`src/eip_pkg.sv`:
```
package eip_pkg;

    // Bus and register widths
    localparam int unsigned DATA_W = 32; // AHB data width
    localparam int unsigned REG_W = 8; // Register width
    localparam int unsigned NUM_SRC = 6; // Extended interrupt sources
    localparam int unsigned LVL_W = 2; // Level bits per source

    // Register indices; byte address is index times four
    localparam logic [7:0] IDX_ACC = 8'he0; // accumulator
    localparam logic [7:0] IDX_ENABLE = 8'he8; // extended_irq_enable
    localparam logic [7:0] IDX_PENDING = 8'he9; // Gated request status
    localparam logic [7:0] IDX_SECOND_ACC = 8'hf0; // second_accumulator
    localparam logic [7:0] IDX_P0_OFF = 8'hf6; // port0_input_disable
    localparam logic [7:0] IDX_TOP_PRIO = 8'hf7; // extended_irq_top_priority
    localparam logic [7:0] IDX_PRIO = 8'hf8; // extended_irq_priority

    // Address split: word offset bits and index field
    localparam int unsigned IDX_LSB = 2; // Lowest index bit in haddr
    localparam int unsigned IDX_MSB = 9; // Highest index bit in haddr
    localparam int unsigned ADDR_MSB = 31; // Top haddr bit

    // Source bit positions, shared by enable and both priority registers
    localparam int unsigned I2C_POS = 0; // i2c_irq_*
    localparam int unsigned KEYPAD_POS = 1; // keypad_irq_*
    localparam int unsigned CMP1_POS = 2; // cmp1_irq_*
    localparam int unsigned CMP2_POS = 3; // cmp2_irq_*
    localparam int unsigned WDOG_POS = 4; // wdog_irq_*
    localparam int unsigned BRAKE_POS = 5; // brake_irq_*

    // Writable bits of the source registers; bits 7 and 6 reserved
    localparam logic [7:0] SRC_MASK = 8'h3f;

    // Reset value of every register
    localparam logic [7:0] REG_RST = 8'h00;

    // Position of each flag inside a source's level pair
    localparam int unsigned LVL_HIGH_OFS = 0; // From extended_irq_priority
    localparam int unsigned LVL_TOP_OFS = 1; // From top priority register

    // AHB encodings
    localparam logic [1:0] HTRANS_NONSEQ = 2'h2; // Start of transfer
    localparam logic HRESP_OKAY = 1'h0; // Only response given

endpackage : eip_pkg

```
`src/eip_sfr_bank.sv`:
```
// Behaviour
// RULE_01: Port-0 disable bit one turns pin input off
// RULE_02: Top-priority bit 5 lifts brake interrupt
// RULE_03: Top-priority bit 4 lifts watchdog interrupt
// RULE_04: Top-priority bits 3..0 lift cmp2,cmp1,keypad,i2c
// RULE_05: Priority bit 5 raises brake interrupt level
// RULE_06: Priority bits 4..0 raise remaining sources
// RULE_07: Request passes only when enabled; bits 7:6 reserved
//
// Local design decision: the AHB-Lite interface to the registers.
`timescale 1ns/10ps
`default_nettype none

module eip_sfr_bank (
    input wire logic clk_i, // Core clock, 200 MHz
    input wire logic rst_i, // Async reset, high
    input wire logic hsel_i, // AHB select
    input wire logic [31:0] haddr_i, // AHB address
    input wire logic [1:0] htrans_i, // AHB transfer type
    input wire logic hwrite_i, // AHB write
    input wire logic [2:0] hsize_i, // AHB size, word only
    input wire logic [eip_pkg::DATA_W-1:0] hwdata_i, // AHB write data
    input wire logic hready_i, // AHB bus ready
    output logic hreadyout_o, // AHB slave ready
    output logic [eip_pkg::DATA_W-1:0] hrdata_o, // AHB read data
    output logic hresp_o, // AHB response
    input wire logic [eip_pkg::NUM_SRC-1:0] src_req_i, // Raw requests
    output logic [eip_pkg::NUM_SRC-1:0] irq_req_o, // Gated requests
    output logic [eip_pkg::NUM_SRC*eip_pkg::LVL_W-1:0] irq_level_o, // Levels
    input wire logic [eip_pkg::REG_W-1:0] port0_pin_i, // Port-0 pads
    output logic [eip_pkg::REG_W-1:0] port0_data_o, // Gated pad data
    output logic [eip_pkg::REG_W-1:0] port0_input_off_o, // Buffer disables
    output logic [eip_pkg::REG_W-1:0] acc_o, // Accumulator
    output logic [eip_pkg::REG_W-1:0] second_acc_o // Second accumulator
);
    import eip_pkg::*;

    ////////////////////////////////////////////////////////////////////////
    // Declarations

    // Bus pipeline state
    logic wr_pend_reg; // Write data phase pending
    logic wr_pend_next;
    logic [7:0] wr_idx_reg; // Index of pending write
    logic [7:0] wr_idx_next;
    logic [DATA_W-1:0] hrdata_reg; // Read data register
    logic [DATA_W-1:0] hrdata_next;

    // Register file
    logic [REG_W-1:0] acc_reg; // accumulator
    logic [REG_W-1:0] acc_next;
    logic [REG_W-1:0] second_acc_reg; // second_accumulator
    logic [REG_W-1:0] second_acc_next;
    logic [REG_W-1:0] enable_reg; // extended_irq_enable
    logic [REG_W-1:0] enable_next;
    logic [REG_W-1:0] port0_input_off_reg; // port0_input_disable
    logic [REG_W-1:0] port0_input_off_next;
    logic [REG_W-1:0] top_prio_reg; // extended_irq_top_priority
    logic [REG_W-1:0] top_prio_next;
    logic [REG_W-1:0] prio_reg; // extended_irq_priority
    logic [REG_W-1:0] prio_next;

    // Port-0 gated input
    logic [REG_W-1:0] port0_data_reg; // Pad data after buffer gate
    logic [REG_W-1:0] port0_data_next;

    // Decode helpers
    logic addr_phase; // Valid address phase this cycle
    logic addr_hit; // Upper address bits clear
    logic [7:0] addr_idx; // Index from haddr
    logic [REG_W-1:0] wbyte; // Write data low byte
    logic [REG_W-1:0] rd_byte; // Selected read value

    ////////////////////////////////////////////////////////////////////////
    // Address phase decode
    // hsize is not decoded: any access counts as a whole word
    always_comb begin
        addr_phase = hsel_i & hready_i & (htrans_i == HTRANS_NONSEQ);
        addr_hit = (haddr_i[ADDR_MSB:IDX_MSB+1] == '0);
        addr_idx = haddr_i[IDX_MSB:IDX_LSB];
        wbyte = hwdata_i[REG_W-1:0];
    end

    ////////////////////////////////////////////////////////////////////////
    // Bus pipeline: capture the write, build read data early
    always_comb begin
        wr_pend_next = addr_phase & hwrite_i & addr_hit;
        wr_idx_next = addr_idx;
        hrdata_next = hrdata_reg;
        rd_byte = '0;
        // Unmapped indices read as zero
        unique case (addr_idx)
            IDX_ACC: rd_byte = acc_next;
            IDX_ENABLE: rd_byte = enable_next & SRC_MASK; // RULE_07
            IDX_PENDING: rd_byte = {2'h0, irq_req_o};
            IDX_SECOND_ACC: rd_byte = second_acc_next;
            IDX_P0_OFF: rd_byte = port0_input_off_next;
            IDX_TOP_PRIO: rd_byte = top_prio_next & SRC_MASK; // RULE_07
            IDX_PRIO: rd_byte = prio_next & SRC_MASK; // RULE_07
            default: rd_byte = '0;
        endcase
        // The _next values forward a write still in its data phase
        if (addr_phase & ~hwrite_i) begin
            hrdata_next = addr_hit ? {{(DATA_W-REG_W){1'b0}}, rd_byte} : '0;
        end
    end

    ////////////////////////////////////////////////////////////////////////
    // Register writes in the data phase
    always_comb begin
        acc_next = acc_reg;
        second_acc_next = second_acc_reg;
        enable_next = enable_reg;
        port0_input_off_next = port0_input_off_reg;
        top_prio_next = top_prio_reg;
        prio_next = prio_reg;
        if (wr_pend_reg) begin
            // Unmapped index: write dropped, still OKAY
            unique case (wr_idx_reg)
                IDX_ACC: acc_next = wbyte;
                IDX_SECOND_ACC: second_acc_next = wbyte;
                // Reserved bits 7:6 of the source registers never store
                IDX_ENABLE: enable_next = wbyte & SRC_MASK; // RULE_07
                IDX_P0_OFF: port0_input_off_next = wbyte; // RULE_01
                IDX_TOP_PRIO: top_prio_next = wbyte & SRC_MASK; // RULE_03
                IDX_PRIO: prio_next = wbyte & SRC_MASK; // RULE_05
                default: acc_next = acc_reg;
            endcase
        end
    end

    ////////////////////////////////////////////////////////////////////////
    // Port-0 input buffer gate
    // Pad data is registered, so software sees it one cycle late
    always_comb begin
        // A disabled buffer reads low instead of following the pad
        port0_data_next = port0_pin_i & ~port0_input_off_reg; // RULE_01
    end

    ////////////////////////////////////////////////////////////////////////
    // State registers
    always_ff @(posedge clk_i or posedge rst_i) begin
        if (rst_i) begin
            wr_pend_reg <= 1'b0;
            wr_idx_reg <= '0;
            hrdata_reg <= '0;
            acc_reg <= REG_RST;
            second_acc_reg <= REG_RST;
            enable_reg <= REG_RST;
            port0_input_off_reg <= REG_RST;
            top_prio_reg <= REG_RST;
            prio_reg <= REG_RST;
            port0_data_reg <= REG_RST;
        end else begin
            wr_pend_reg <= wr_pend_next;
            wr_idx_reg <= wr_idx_next;
            hrdata_reg <= hrdata_next;
            acc_reg <= acc_next;
            second_acc_reg <= second_acc_next;
            enable_reg <= enable_next;
            port0_input_off_reg <= port0_input_off_next;
            top_prio_reg <= top_prio_next;
            prio_reg <= prio_next;
            port0_data_reg <= port0_data_next;
        end
    end

    ////////////////////////////////////////////////////////////////////////
    // Per-source gate and level, one lane each
    // Arbitration between sources stays outside, in the core
    generate
        for (genvar i = 0; i < NUM_SRC; i++) begin : g_lane
            eip_irq_lane u_lane (
                .clk_i(clk_i),
                .rst_i(rst_i),
                .src_req_i(src_req_i[i]),
                .enable_i(enable_reg[i]), // RULE_07
                .top_i(top_prio_reg[i]), // RULE_04
                .high_i(prio_reg[i]), // RULE_06
                .req_o(irq_req_o[i]),
                .level_o(irq_level_o[i*LVL_W +: LVL_W])
            );
        end
    endgenerate

    ////////////////////////////////////////////////////////////////////////
    // Outputs; zero wait states, so ready stays high
    // No error response: stray addresses are quietly ignored
    assign hreadyout_o = 1'b1;
    assign hresp_o = HRESP_OKAY;
    assign hrdata_o = hrdata_reg;
    assign port0_input_off_o = port0_input_off_reg;
    assign port0_data_o = port0_data_reg;
    assign acc_o = acc_reg;
    assign second_acc_o = second_acc_reg;

    // Index-matched data phase write
    logic wr_top; // Write to top priority
    logic wr_prio; // Write to priority
    logic wr_p0; // Write to port-0 disable
    logic wr_en; // Write to enable
    assign wr_top = wr_pend_reg && (wr_idx_reg == IDX_TOP_PRIO);
    assign wr_prio = wr_pend_reg && (wr_idx_reg == IDX_PRIO);
    assign wr_p0 = wr_pend_reg && (wr_idx_reg == IDX_P0_OFF);
    assign wr_en = wr_pend_reg && (wr_idx_reg == IDX_ENABLE);

    // Read of the top priority register with no write in flight
    logic rd_top; // Read address phase on top priority
    assign rd_top = addr_phase && !hwrite_i && addr_hit &&
        (addr_idx == IDX_TOP_PRIO) && !wr_pend_reg;

    // Read of the port-0 disable register with no write in flight
    logic rd_p0; // Read address phase on port-0 disable
    assign rd_p0 = addr_phase && !hwrite_i && addr_hit &&
        (addr_idx == IDX_P0_OFF) && !wr_pend_reg;
endmodule : eip_sfr_bank

`default_nettype wire

```
`src/eip_irq_lane.sv`:
```
`timescale 1ns/10ps
`default_nettype none

// One extended source: enable gate and priority level flops
module eip_irq_lane (
    input wire logic clk_i, // Core clock
    input wire logic rst_i, // Async reset, high
    input wire logic src_req_i, // Raw request from source
    input wire logic enable_i, // Enable bit
    input wire logic top_i, // Top priority bit
    input wire logic high_i, // Higher priority bit
    output logic req_o, // Gated request
    output logic [eip_pkg::LVL_W-1:0] level_o // {top, high}
);
    import eip_pkg::*;

    logic req_reg; // Gated request
    logic req_next; // Next gated request
    logic [LVL_W-1:0] level_reg; // Level pair
    logic [LVL_W-1:0] level_next; // Next level pair

    ////////////////////////////////////////////////////////////////////////
    // Gate and level
    always_comb begin
        // Request passes only while enabled
        req_next = src_req_i & enable_i; // RULE_07
        level_next = '0;
        // Top flag outranks the high flag at the arbiter
        level_next[LVL_TOP_OFS] = top_i; // RULE_02
        level_next[LVL_HIGH_OFS] = high_i; // RULE_05
    end

    always_ff @(posedge clk_i or posedge rst_i) begin
        if (rst_i) begin
            req_reg <= 1'b0;
            level_reg <= '0;
        end else begin
            req_reg <= req_next;
            level_reg <= level_next;
        end
    end

    assign req_o = req_reg;
    assign level_o = level_reg;

endmodule : eip_irq_lane

`default_nettype wire

```
`config.mk`:
```
export PLATFORM = sky130hd
export DESIGN_NAME = eip_sfr_bank
export DESIGN_NICKNAME = d
export VERILOG_FILES = /design/src/eip_pkg.sv /design/src/eip_sfr_bank.sv /design/src/eip_irq_lane.sv
export SDC_FILE = /design/constraint.sdc
export NUM_CORES = 1
export LEC_CHECK = 0
export ABC_AREA = 1
export BUFFER_PORTS_ARGS = -buffer_cell sky130_fd_sc_hd__buf_2
export CAP_MARGIN = 10
export CORE_MARGIN = 4
export CORE_UTILIZATION = 44
export DETAILED_ROUTE_END_ITERATION = 12
export PLACE_DENSITY = 0.81
export REMOVE_ABC_BUFFERS = 1
export SYNTH_ARGS = -nofsm -noshare
export SYNTH_HDL_FRONTEND = slang
export SYNTH_SLANG_ARGS = --single-unit
```
`constraint.sdc`:
```
create_clock -name clk_i -period 2.6 [get_ports clk_i]
set_input_delay 0.52 -clock clk_i [delete_from_list [all_inputs] [get_ports clk_i]]
set_output_delay 0.52 -clock clk_i [all_outputs]
set_load 0.02 [all_outputs]
```
==> impl_metrics.yaml, run 1 <==
finish:
  nets: 724
  final_cells: 769
  largest_register_ffs: 12
  final_area_um2: 5070
  final_cell_mix: "119 x nand2_1, 116 x buf_2, 85 x dfrtp_1"
  diodes: 0
  final_common_cell: "nand2_1"
  drive_gt1_share_pct: 25.8
  area_growth_pct: 17.2
timing:
  setup_violations: 0
  fin_hold_ws_ns: 0.248
  min_period_ns: 1.92
  max_slew_margin_pct: 55.0
  setup_slack_ns: 0.681
  tightestPinTransition_ns: 0.674
  post-route-period-util_pct: 73.8
  rsz0062_at_grt: "no"
  hold_viol_final: 0
  max_freq_mhz: 521
  drv_slew: 0
  skew_ns: 0.0130
  setup_tns_ns: 0
clocking:
  path_clk_slew_ns: 0.09
  numCtsBuffers: 9
  clk_latency_ns: 0.35
  cts_sinks: 85
  post_cts_resized: 0
  clockBufferDepth: 2
  cts_root_buf: "clkbuf_8"
  hold_buffers: 0
  post-cts-setup-buffers: 0
  htreeDepth: 3
  cts_tree: "yes"
drt:
  via_per_inst: 4.67
  dr.pass1.iters: 4
  wirelength_um: 10800
  drt-initial-drc-count: 167
  route.detailed.drc: 0
  antenna_left: 0
  wire_per_inst_um: 14.1
  vias: 3593
placed_design:
  dp_worst_setup_slack_ns: 0.618
  dpl-instance-area_um2: 4890
  port_buffers: 116
  place.gp.congestion: 0.891
  dp_hpwl_um: 8500
  dp_cells: 754
grt:
  grt_pass1_vias: 3533
  track_usage_pct: 19.3
  grt_max_degree: 41
  antenna_found_initial: 0
  grt_remaining_overflow: 0
  grt_pass1_wl_um: 17200
synth:
  synth_top_area_share_pct: 49.2
  synth_cells: 521
  avgSynthCellArea_um2: 8.30
  ys_ff_latch: 85
  synth_area_leaders: "dfrtp_1 49%, nand2_1 10%, nand3_1 7.1%"
  yosysSeqAreaShare_pct: 49.2
  synth_cell_types: 27
  yosysWarnings: 0
  yosys.area.top_type: "dfrtp_1"
  synthesis.area_um2: 4330
setup_path:
  rrSetupSlack_ns: 0.68
  cp.required_ns: 2.89
  startpoint: "wr_idx_reg[6]"
  crit_path_frequent_cell: "nand2_1"
  cp.arrival_ns: 2.21
  crit_slowest_cell: "nor2_8"
  path_cells: "nand2_2, nor2_8, nand3_1, nand2_1, nand3_1, nand2_1, nor2_1, nand2_1, nand2_1, nand2_1"
  crit_fanout: 28
  critical-path-max-stage-delay_ns: 0.41
  critPathCaptureType: "register"
  critPathLaunchType: "register"
  path_class: "reg -> reg"
  r2r_start: "wr_idx_reg[6]"
floorplan:
  rows: 35
  pin_count: 172
  initial_core_util_pct: 45.9
  core_um2: 9420
  die_x_um: 107
  die_y_um: 107
  die_area_um2: 11500
hold_path:
  hold_class: "in -> async"
pwr:
  p_leak_uw: 0.00301
  ir_drop_mv: 0.287
  powerDensity_nw_per_um2: 479
flow_run:
  drv_cap: 0
status:
  outcome: "complete, no violations"
path summary, 6_finish.rpt:
path                                               endpoint  depth (start not counted)
min in group clk_i                            wr_idx_reg[5]                          1
worst min register to register  g_lane[2].u_lane.level_o[0]                          0
worst min-delay path                          wr_idx_reg[3]                          2
worst max register to register                  hrdata_o[2]                         10
worst max-delay path                            hrdata_o[2]                         10
max in group asynchronous                   second_acc_o[1]                          3
cells in the mapped netlist:
| master | count |
|---|---|
| nand3_2 | 1 |
| dfrtp_1 | 85 |
| nor2_1 | 41 |
| nand2_1 | 119 |
| nand4_1 | 21 |
| nor2_4 | 8 |
| and3_1 | 1 |
| nand2_2 | 9 |
| nand3_1 | 61 |
| nand3_4 | 2 |
| nor3b_1 | 1 |
| o21ai_1 | 2 |
| buf_2 | 2 |
| inv_2 | 5 |
| o21a_1 | 4 |
| nor2_2 | 3 |
| o211ai_2 | 1 |
| nor3_4 | 1 |
| clkbuf_1 | 1 |
| buf_6 | 3 |
| o211ai_1 | 4 |
| inv_1 | 77 |
| and2_1 | 30 |
| nor2_8 | 1 |
| conb_1 | 2 |
| nor4_1 | 2 |
| buf_4 | 34 |
power breakdown:
group | switching, uW | internal (uW) | total [uW]
Sequential | 5.66 | 1330 | 1340
Clock | 463 | 438 | 901
Combinational | 137 | 51.3 | 188
cells by family (layout without fill, tap and decap cells):
family                 after synthesis  after routing  share of synthesized area, %
AOI/OAI and AO/OA                   11             11                          1.91
buffers and inverters              122            217                          14.1
DFF                                 85             85                          49.2
other                                2             26                         0.174
and+or+nand+nor                    301            301                          34.6
final cells by class:
class	instances	area, um2
Fill cell	897	4350
Tap cell	129	161
Multi-Input combinational cell	338	1680
Clock buffer	11	131
Timing Repair Buffer	120	611
Inverter	82	309
Sequential cell	85	2130
Clock inverter	4	50.0
metal layers:
layer	track usage, %	share of wire (%)	up-vias	wire length (um)
met1	24.9	43	1647	4660
met2	32.5	49	135	5260
met5	0	0	-	0
met4	6.85	1.9	0	205
li1	-	-	1794	-
met3	3.19	6.4	17	698
worst max-delay path, delay by kind of cell, from the launching register on:
kind	cells	cell delay, ns
flip-flops	1	0.34
AND/OR/NAND/NOR	10	1.50
metrics by stage:
step                power (uW)  utilization [%]
detailed placement        1550             51.9
finish                    2430             53.8
global placement          1550             51.9
CTS                       2440             53.8
floorplan                 1470                -
global route              2520             53.8
No activity file was read; power rests on OpenSTA's default activity.
==> inputs of run 2 (changes only) <==
Settings changed: ABC_AREA 1 to 0.
Clock period 2.6 ns to 1.83 ns, I/O delays scaled along.
==> run 2 against run 1 <==
The run now ends with negative setup slack left. Sequential power is 44% higher. Largest power group unchanged. Combinational power is 77% higher. Maximum frequency is 6.0% lower. Utilization is 9.3 points higher.
==> impl_metrics.yaml, run 2 <==
timing:
  post-route-period-util_pct: 111
  min_period_ns: 2.04
  fin_hold_ws_ns: 0.0455
  setup_slack_ns: -0.210
  setup_violations: 8
  max_slew_margin_pct: 57.3
  hold_viol_final: 0
  rsz0062_at_grt: "yes"
  tightestPinTransition_ns: 0.640
  max_freq_mhz: 490
  drv_slew: 0
  skew_ns: 0.0130
finish:
  largest_register_ffs: 12
  final_area_um2: 5240
  final_cell_mix: "116 x buf_2, 85 x dfrtp_1, 38 x buf_4"
  nets: 565
  drive_gt1_share_pct: 49.5
  fillers: 632
  area_growth_pct: 37.6
  diodes: 0
  final_common_cell: "buf_2"
floorplan:
  die_area_um2: 10200
  die_y_um: 101
  pin_count: 172
  rows: 33
  die_x_um: 101
  initial_core_util_pct: 45.8
  core_um2: 8300
drt:
  antenna_left: 0
  route.detailed.drc: 0
  via_per_inst: 5.55
  dr.pass1.iters: 5
  drt-initial-drc-count: 125
  vias: 3253
  wire_per_inst_um: 18.9
  wirelength_um: 11100
grt:
  antenna_found_initial: 0
  grt_max_degree: 60
  track_usage_pct: 22.4
  grt_remaining_overflow: 0
  grt_pass1_wl_um: 17400
  grt_pass1_vias: 3441
setup_path:
  r2r_end: "hrdata_o[1]"
  critical-path-max-stage-delay_ns: 0.43
  critPathBufInv: 1
  path_class: "reg -> reg"
  cp.required_ns: 2.07
  crit_family: "simple AND/OR/NAND/NOR gates"
  cp.arrival_ns: 2.28
  crit_slowest_cell: "or3_4"
  r2r_start: "wr_idx_reg[0]"
  crit_fanout: 4
  path_cells: "or3_4, nor3_4, buf_6, mux2_4, a2111oi_4, a31oi_1"
  rrSetupSlack_ns: -0.21
  critPathLaunchType: "register"
  critPathCaptureType: "register"
  reg2reg_depth: 6
flow_run:
  drv_cap: 0
synth:
  netlist_top_cells_count: "85 x dfrtp_1, 32 x buf_4, 28 x mux2_2"
  ys_ff_latch: 85
  yosysSeqAreaShare_pct: 55.9
  synth_area_leaders: "dfrtp_1 56%, mux2_2 8.3%, buf_4 6.3%"
  synth_cell_types: 42
  yosys.cell_count.top_type: "dfrtp_1"
  synth_top_area_share_pct: 55.9
  synth-main-ff-cell: "dfrtp_1"
  yosysWarnings: 0
  synth_cells: 324
  yosys.area.top_type: "dfrtp_1"
  synthesis.area_um2: 3800
  avgSynthCellArea_um2: 11.7
  synth_edf_count: 0
  async_flop_share_pct: 100
clocking:
  clk_latency_ns: 0.36
  cts_root_buf: "clkbuf_8"
  clockBufferDepth: 2
  cts_tree: "yes"
  path_clk_slew_ns: 0.09
  hold_buffers: 0
  numCtsBuffers: 9
  cts_sinks: 85
  htreeDepth: 3
pwr:
  switching_power_uw: 954
  seqPwrFrac_pct: 53.4
  pwr-share-comb_pct: 9.2
  intPower_uw: 2670
  clkPwrFrac_pct: 37.4
  switching_share_pct: 26.3
  ir_drop_mv: 0.424
  powerDensity_nw_per_um2: 692
  p_leak_uw: 0.00248
placed_design:
  place.gp.congestion: 0.888
  port_buffers: 116
  dp_hpwl_um: 8010
  dpl-instance-area_um2: 4660
status:
  outcome: "complete, but fails checks"
  violations: "negative setup slack"
hold_path:
  hold_class: "in -> async"
## run 2: cell types whose count changed after synthesis, moves of 8 or more
| cell | before | now |
|---|---|---|
| a21oi_1 | 0 | 18 |
| and2_1 | 30 | 7 |
| mux2_2 | 0 | 28 |
| nor2_4 | 8 | 0 |
| inv_1 | 77 | 5 |
| nor2_1 | 41 | 4 |
| nor2b_1 | 0 | 11 |
| nand2_1 | 119 | 23 |
| nand3_1 | 61 | 4 |
| o31ai_1 | 0 | 12 |
| nand2_2 | 9 | 0 |
## run 2: power by group through the flow
stage | clock [uW] | combinational, uW | sequential, uW
final | 1360 | 333 | 1930
after global routing | 1450 | 366 | 1940
after CTS | 1360 | 328 | 1930
after detailed placement | 0 | 315 | 1970
after global placement | 0 | 307 | 1970
after floorplan | 0 | 125 | 2000
## run 2: metal layers
layer  part of all wire (%)  GRT usage, %  vias to the layer above  wire [um]
met3                     12          7.06                       28       1320
met5                      0             0                        -          0
li1                       -             -                     1440          -
met2                     49          37.7                      255       5460
met1                     37          27.1                     1530       4070
met4                    2.1          8.28                        0        238
## run 2: worst max path at each step
stage	from	to	slack, ns	cells past startpoint
after CTS	wr_idx_reg[0]	hrdata_o[5]	-0.15	6
final	wr_idx_reg[0]	hrdata_o[1]	-0.21	6
after global placement	wr_idx_reg[2]	hrdata_o[0]	-0.31	6
after floorplan	rst_i	acc_o[0]	-0.73	1
after detailed placement	wr_idx_reg[2]	hrdata_o[3]	-0.47	6
after global routing	wr_idx_reg[0]	hrdata_o[1]	-0.27	6
## run 2: cell families (layout without fill, tap and decap cells)
kind of cell | after synthesis | count (layout) | synth area share [%]
other cells | 2 | 26 | 0.197
mux | 31 | 31 | 9.27
compound gates | 61 | 61 | 11.2
simple gates | 95 | 95 | 15.3
flops | 85 | 85 | 55.9
buf+inv | 50 | 183 | 8.19
## run 2: worst register-to-register path: cells and delay by family, from the launching register on
family,cells,cell delay [ns]
simple gates,2,0.62
compound gates,2,0.44
flops,1,0.40
mux,1,0.31
buf+inv,1,0.14
## run 2: per-stage QoR
stage / utilization, % / setup TNS [ns] / cells / worst slack [ns] / power (uW)
floorplan: - / -65.44 / 303 / -0.729 / 2130
global placement: 56.1 / -2.39 / 566 / -0.312 / 2280
detailed placement: 56.1 / -3.36 / 566 / -0.473 / 2290
CTS: 62.0 / -1.12 / 586 / -0.152 / 3630
global route: 63.1 / -2.04 / 586 / -0.275 / 3760
finish: 63.1 / -1.38 / 586 / -0.210 / 3620
## run 2: layout make-up
class | instances | area [um2] | share of cell area (%)
repair buffers | 163 | 993 | 19.0
well taps | 105 | 131 | 2.51
clock inverters | 6 | 72.6 | 1.39
flip-flops and latches | 85 | 2130 | 40.6
multi-input cells | 213 | 1770 | 33.7
clock buffers | 9 | 124 | 2.37
inverters | 5 | 20.0 | 0.382
## run 2: what timing repair did
| action | CTS | global route |
|---|---|---|
| buffers inserted | 5 | 0 |
| endpoints found under the setup margin | 13 | 13 |
| pin swaps | 10 | 4 |
| gates resized for setup | 52 | 16 |
| gates cloned | 0 | 0 |
==> inputs of run 3 (changes only) <==
Settings changed: CAP_MARGIN 10 to 15, GPL_TIMING_DRIVEN set to 0.
==> run 3 against run 2 <==
The flow still finishes with violations (negative setup slack). Clock-buffer cell count is 1 higher. Combinational power down 1%. Wire length increased by 0.45%. Largest power group unchanged.
==> impl_metrics.yaml, run 3 (same netlist as run 2, synthesis figures left out) <==
setup_path:
  r2r_end: "hrdata_o[3]"
  cp.required_ns: 2.06
  critPathCaptureType: "register"
  critPathBufInv: 1
  critPathLaunchType: "register"
  critical-path-max-stage-delay_ns: 0.44
  path_cells: "or3_4, buf_8, o31ai_1, a21oi_1, a2111oi_4, a31oi_2"
  startpoint: "wr_idx_reg[0]"
  endpoint: "hrdata_o[3]"
  cp.arrival_ns: 2.47
  rrSetupSlack_ns: -0.41
  worstSetupPathDepth: 6
  path_class: "reg -> reg"
  crit_family: "compound AO/OA/AOI/OAI gates"
  crit_fanout: 6
  r2r_start: "wr_idx_reg[0]"
  crit_slowest_cell: "or3_4"
  reg2reg_depth: 6
timing:
  skew_ns: 0.0137
  post-route-period-util_pct: 122
  setup_violations: 16
  max_slew_margin_pct: 52.4
  fin_hold_ws_ns: 0.134
  drv_slew: 0
  setup_slack_ns: -0.408
  max_freq_mhz: 447
  tightestPinTransition_ns: 0.711
  rsz0062_at_grt: "yes"
  min_period_ns: 2.24
  hold_viol_final: 0
grt:
  use_met3_pct: 7.13
  grt_remaining_overflow: 0
  track_usage_pct: 20.9
  busiest_layer: "met2"
  grt_pass1_vias: 3165
  grt_max_degree: 58
  antenna_found_initial: 0
  grt_pass1_wl_um: 16200
  use_met2_pct: 33.9
  grt.met1_usage_pct: 26.5
floorplan:
  core_um2: 8300
  die_area_um2: 10200
  initial_core_util_pct: 45.8
  pin_count: 172
  die_y_um: 101
  die_x_um: 101
  rows: 33
drt:
  via_per_inst: 5.65
  route.detailed.drc: 0
  wire_per_inst_um: 19.5
  antenna_left: 0
  vias: 3223
  dr.pass1.iters: 5
  wirelength_um: 11100
  drt-initial-drc-count: 202
pwr:
  powerDensity_nw_per_um2: 739
  ir_drop_mv: 0.595
  p_total_uw: 3780
  p_leak_uw: 0.00242
status:
  outcome: "complete, but fails checks"
  violations: "negative setup slack"
finish:
  final_cell_mix: "117 x buf_2, 85 x dfrtp_1, 26 x conb_1"
  diodes: 0
  final_common_cell: "buf_2"
  largest_register_ffs: 12
  nets: 548
  final_cells: 570
  area_growth_pct: 34.6
  finish.utilization_pct: 61.7
  drive_gt1_share_pct: 47.7
clocking:
  clockBufferDepth: 2
  cts_sinks: 85
  path_clk_slew_ns: 0.08
  clk_latency_ns: 0.37
  numCtsBuffers: 9
  htreeDepth: 3
  cts_root_buf: "clkbuf_8"
  cts_tree: "yes"
placed_design:
  dp_cells: 526
  port_buffers: 116
  place.gp.congestion: 0.816
  dp_hpwl_um: 7380
hold_path:
  hold_class: "in -> reg"
flow_run:
  drv_cap: 0
==> run 3: cell types whose count changed in the layout (fill, tap and decap cells not counted), moves of 3 or more <==
cell / change
o31ai_4: -3
o31ai_1: +3
mux2_2: +5
buf_4: -20
mux2_4: -5
buf_12: -3
==> run 3: cell type report <==
| class | count | area (um2) |
|---|---|---|
| well taps | 105 | 131 |
| multi-input cells | 213 | 1750 |
| clock inverters | 6 | 93.8 |
| inverters | 5 | 21.3 |
| flip-flops and latches | 85 | 2130 |
| repair buffers | 146 | 860 |
| fillers | 622 | 3180 |
| clock buffers | 10 | 138 |
==> run 3: per-stage QoR <==
stage               TNS [ns]  cell area [um2]  setup WS, ns
floorplan             -65.44             3600        -0.729
global placement     -151.09             4310         -1.60
detailed placement    -15.16             4360        -0.996
CTS                    -2.16             4910        -0.306
global route           -3.93             5120        -0.459
finish                 -3.11             5120        -0.408
==> run 3: report_power, final <==
part	switching (uW)	total [uW]	internal, uW	leakage (uW)
combinational	216	329	113	0.00126
clock	704	1520	815	0.000113
sequential	21.3	1940	1920	0.00105
==> run 3: what timing repair did <==
action | CTS | global route
pin swaps | 13 | 11
endpoints found under the setup margin | 37 | 16
hold buffers | 1 | 0
endpoints found under the hold margin | 13 | 0
buffers inserted | 20 | 6
resized for setup | 33 | 31
==> run 3: metal layers <==
metal / vias to the layer above / part of all wire [%]
met4: 0 / 2.4
li1: 1407 / -
met1: 1565 / 38
met3: 31 / 11
met5: - / 0
met2: 220 / 49
==> run 3: how the worst min path moves through the flow <==
stage                                             end       startpoint  cells past startpoint
after floorplan           g_lane[2].u_lane.level_o[1]  top_prio_reg[2]                      0
after global placement    g_lane[3].u_lane.level_o[1]  top_prio_reg[3]                      0
after detailed placement  g_lane[4].u_lane.level_o[1]  top_prio_reg[4]                      0
after CTS                               wr_idx_reg[6]       haddr_i[8]                      1
after global routing                    wr_idx_reg[5]       haddr_i[7]                      1
final                                   wr_idx_reg[6]       haddr_i[8]                      1
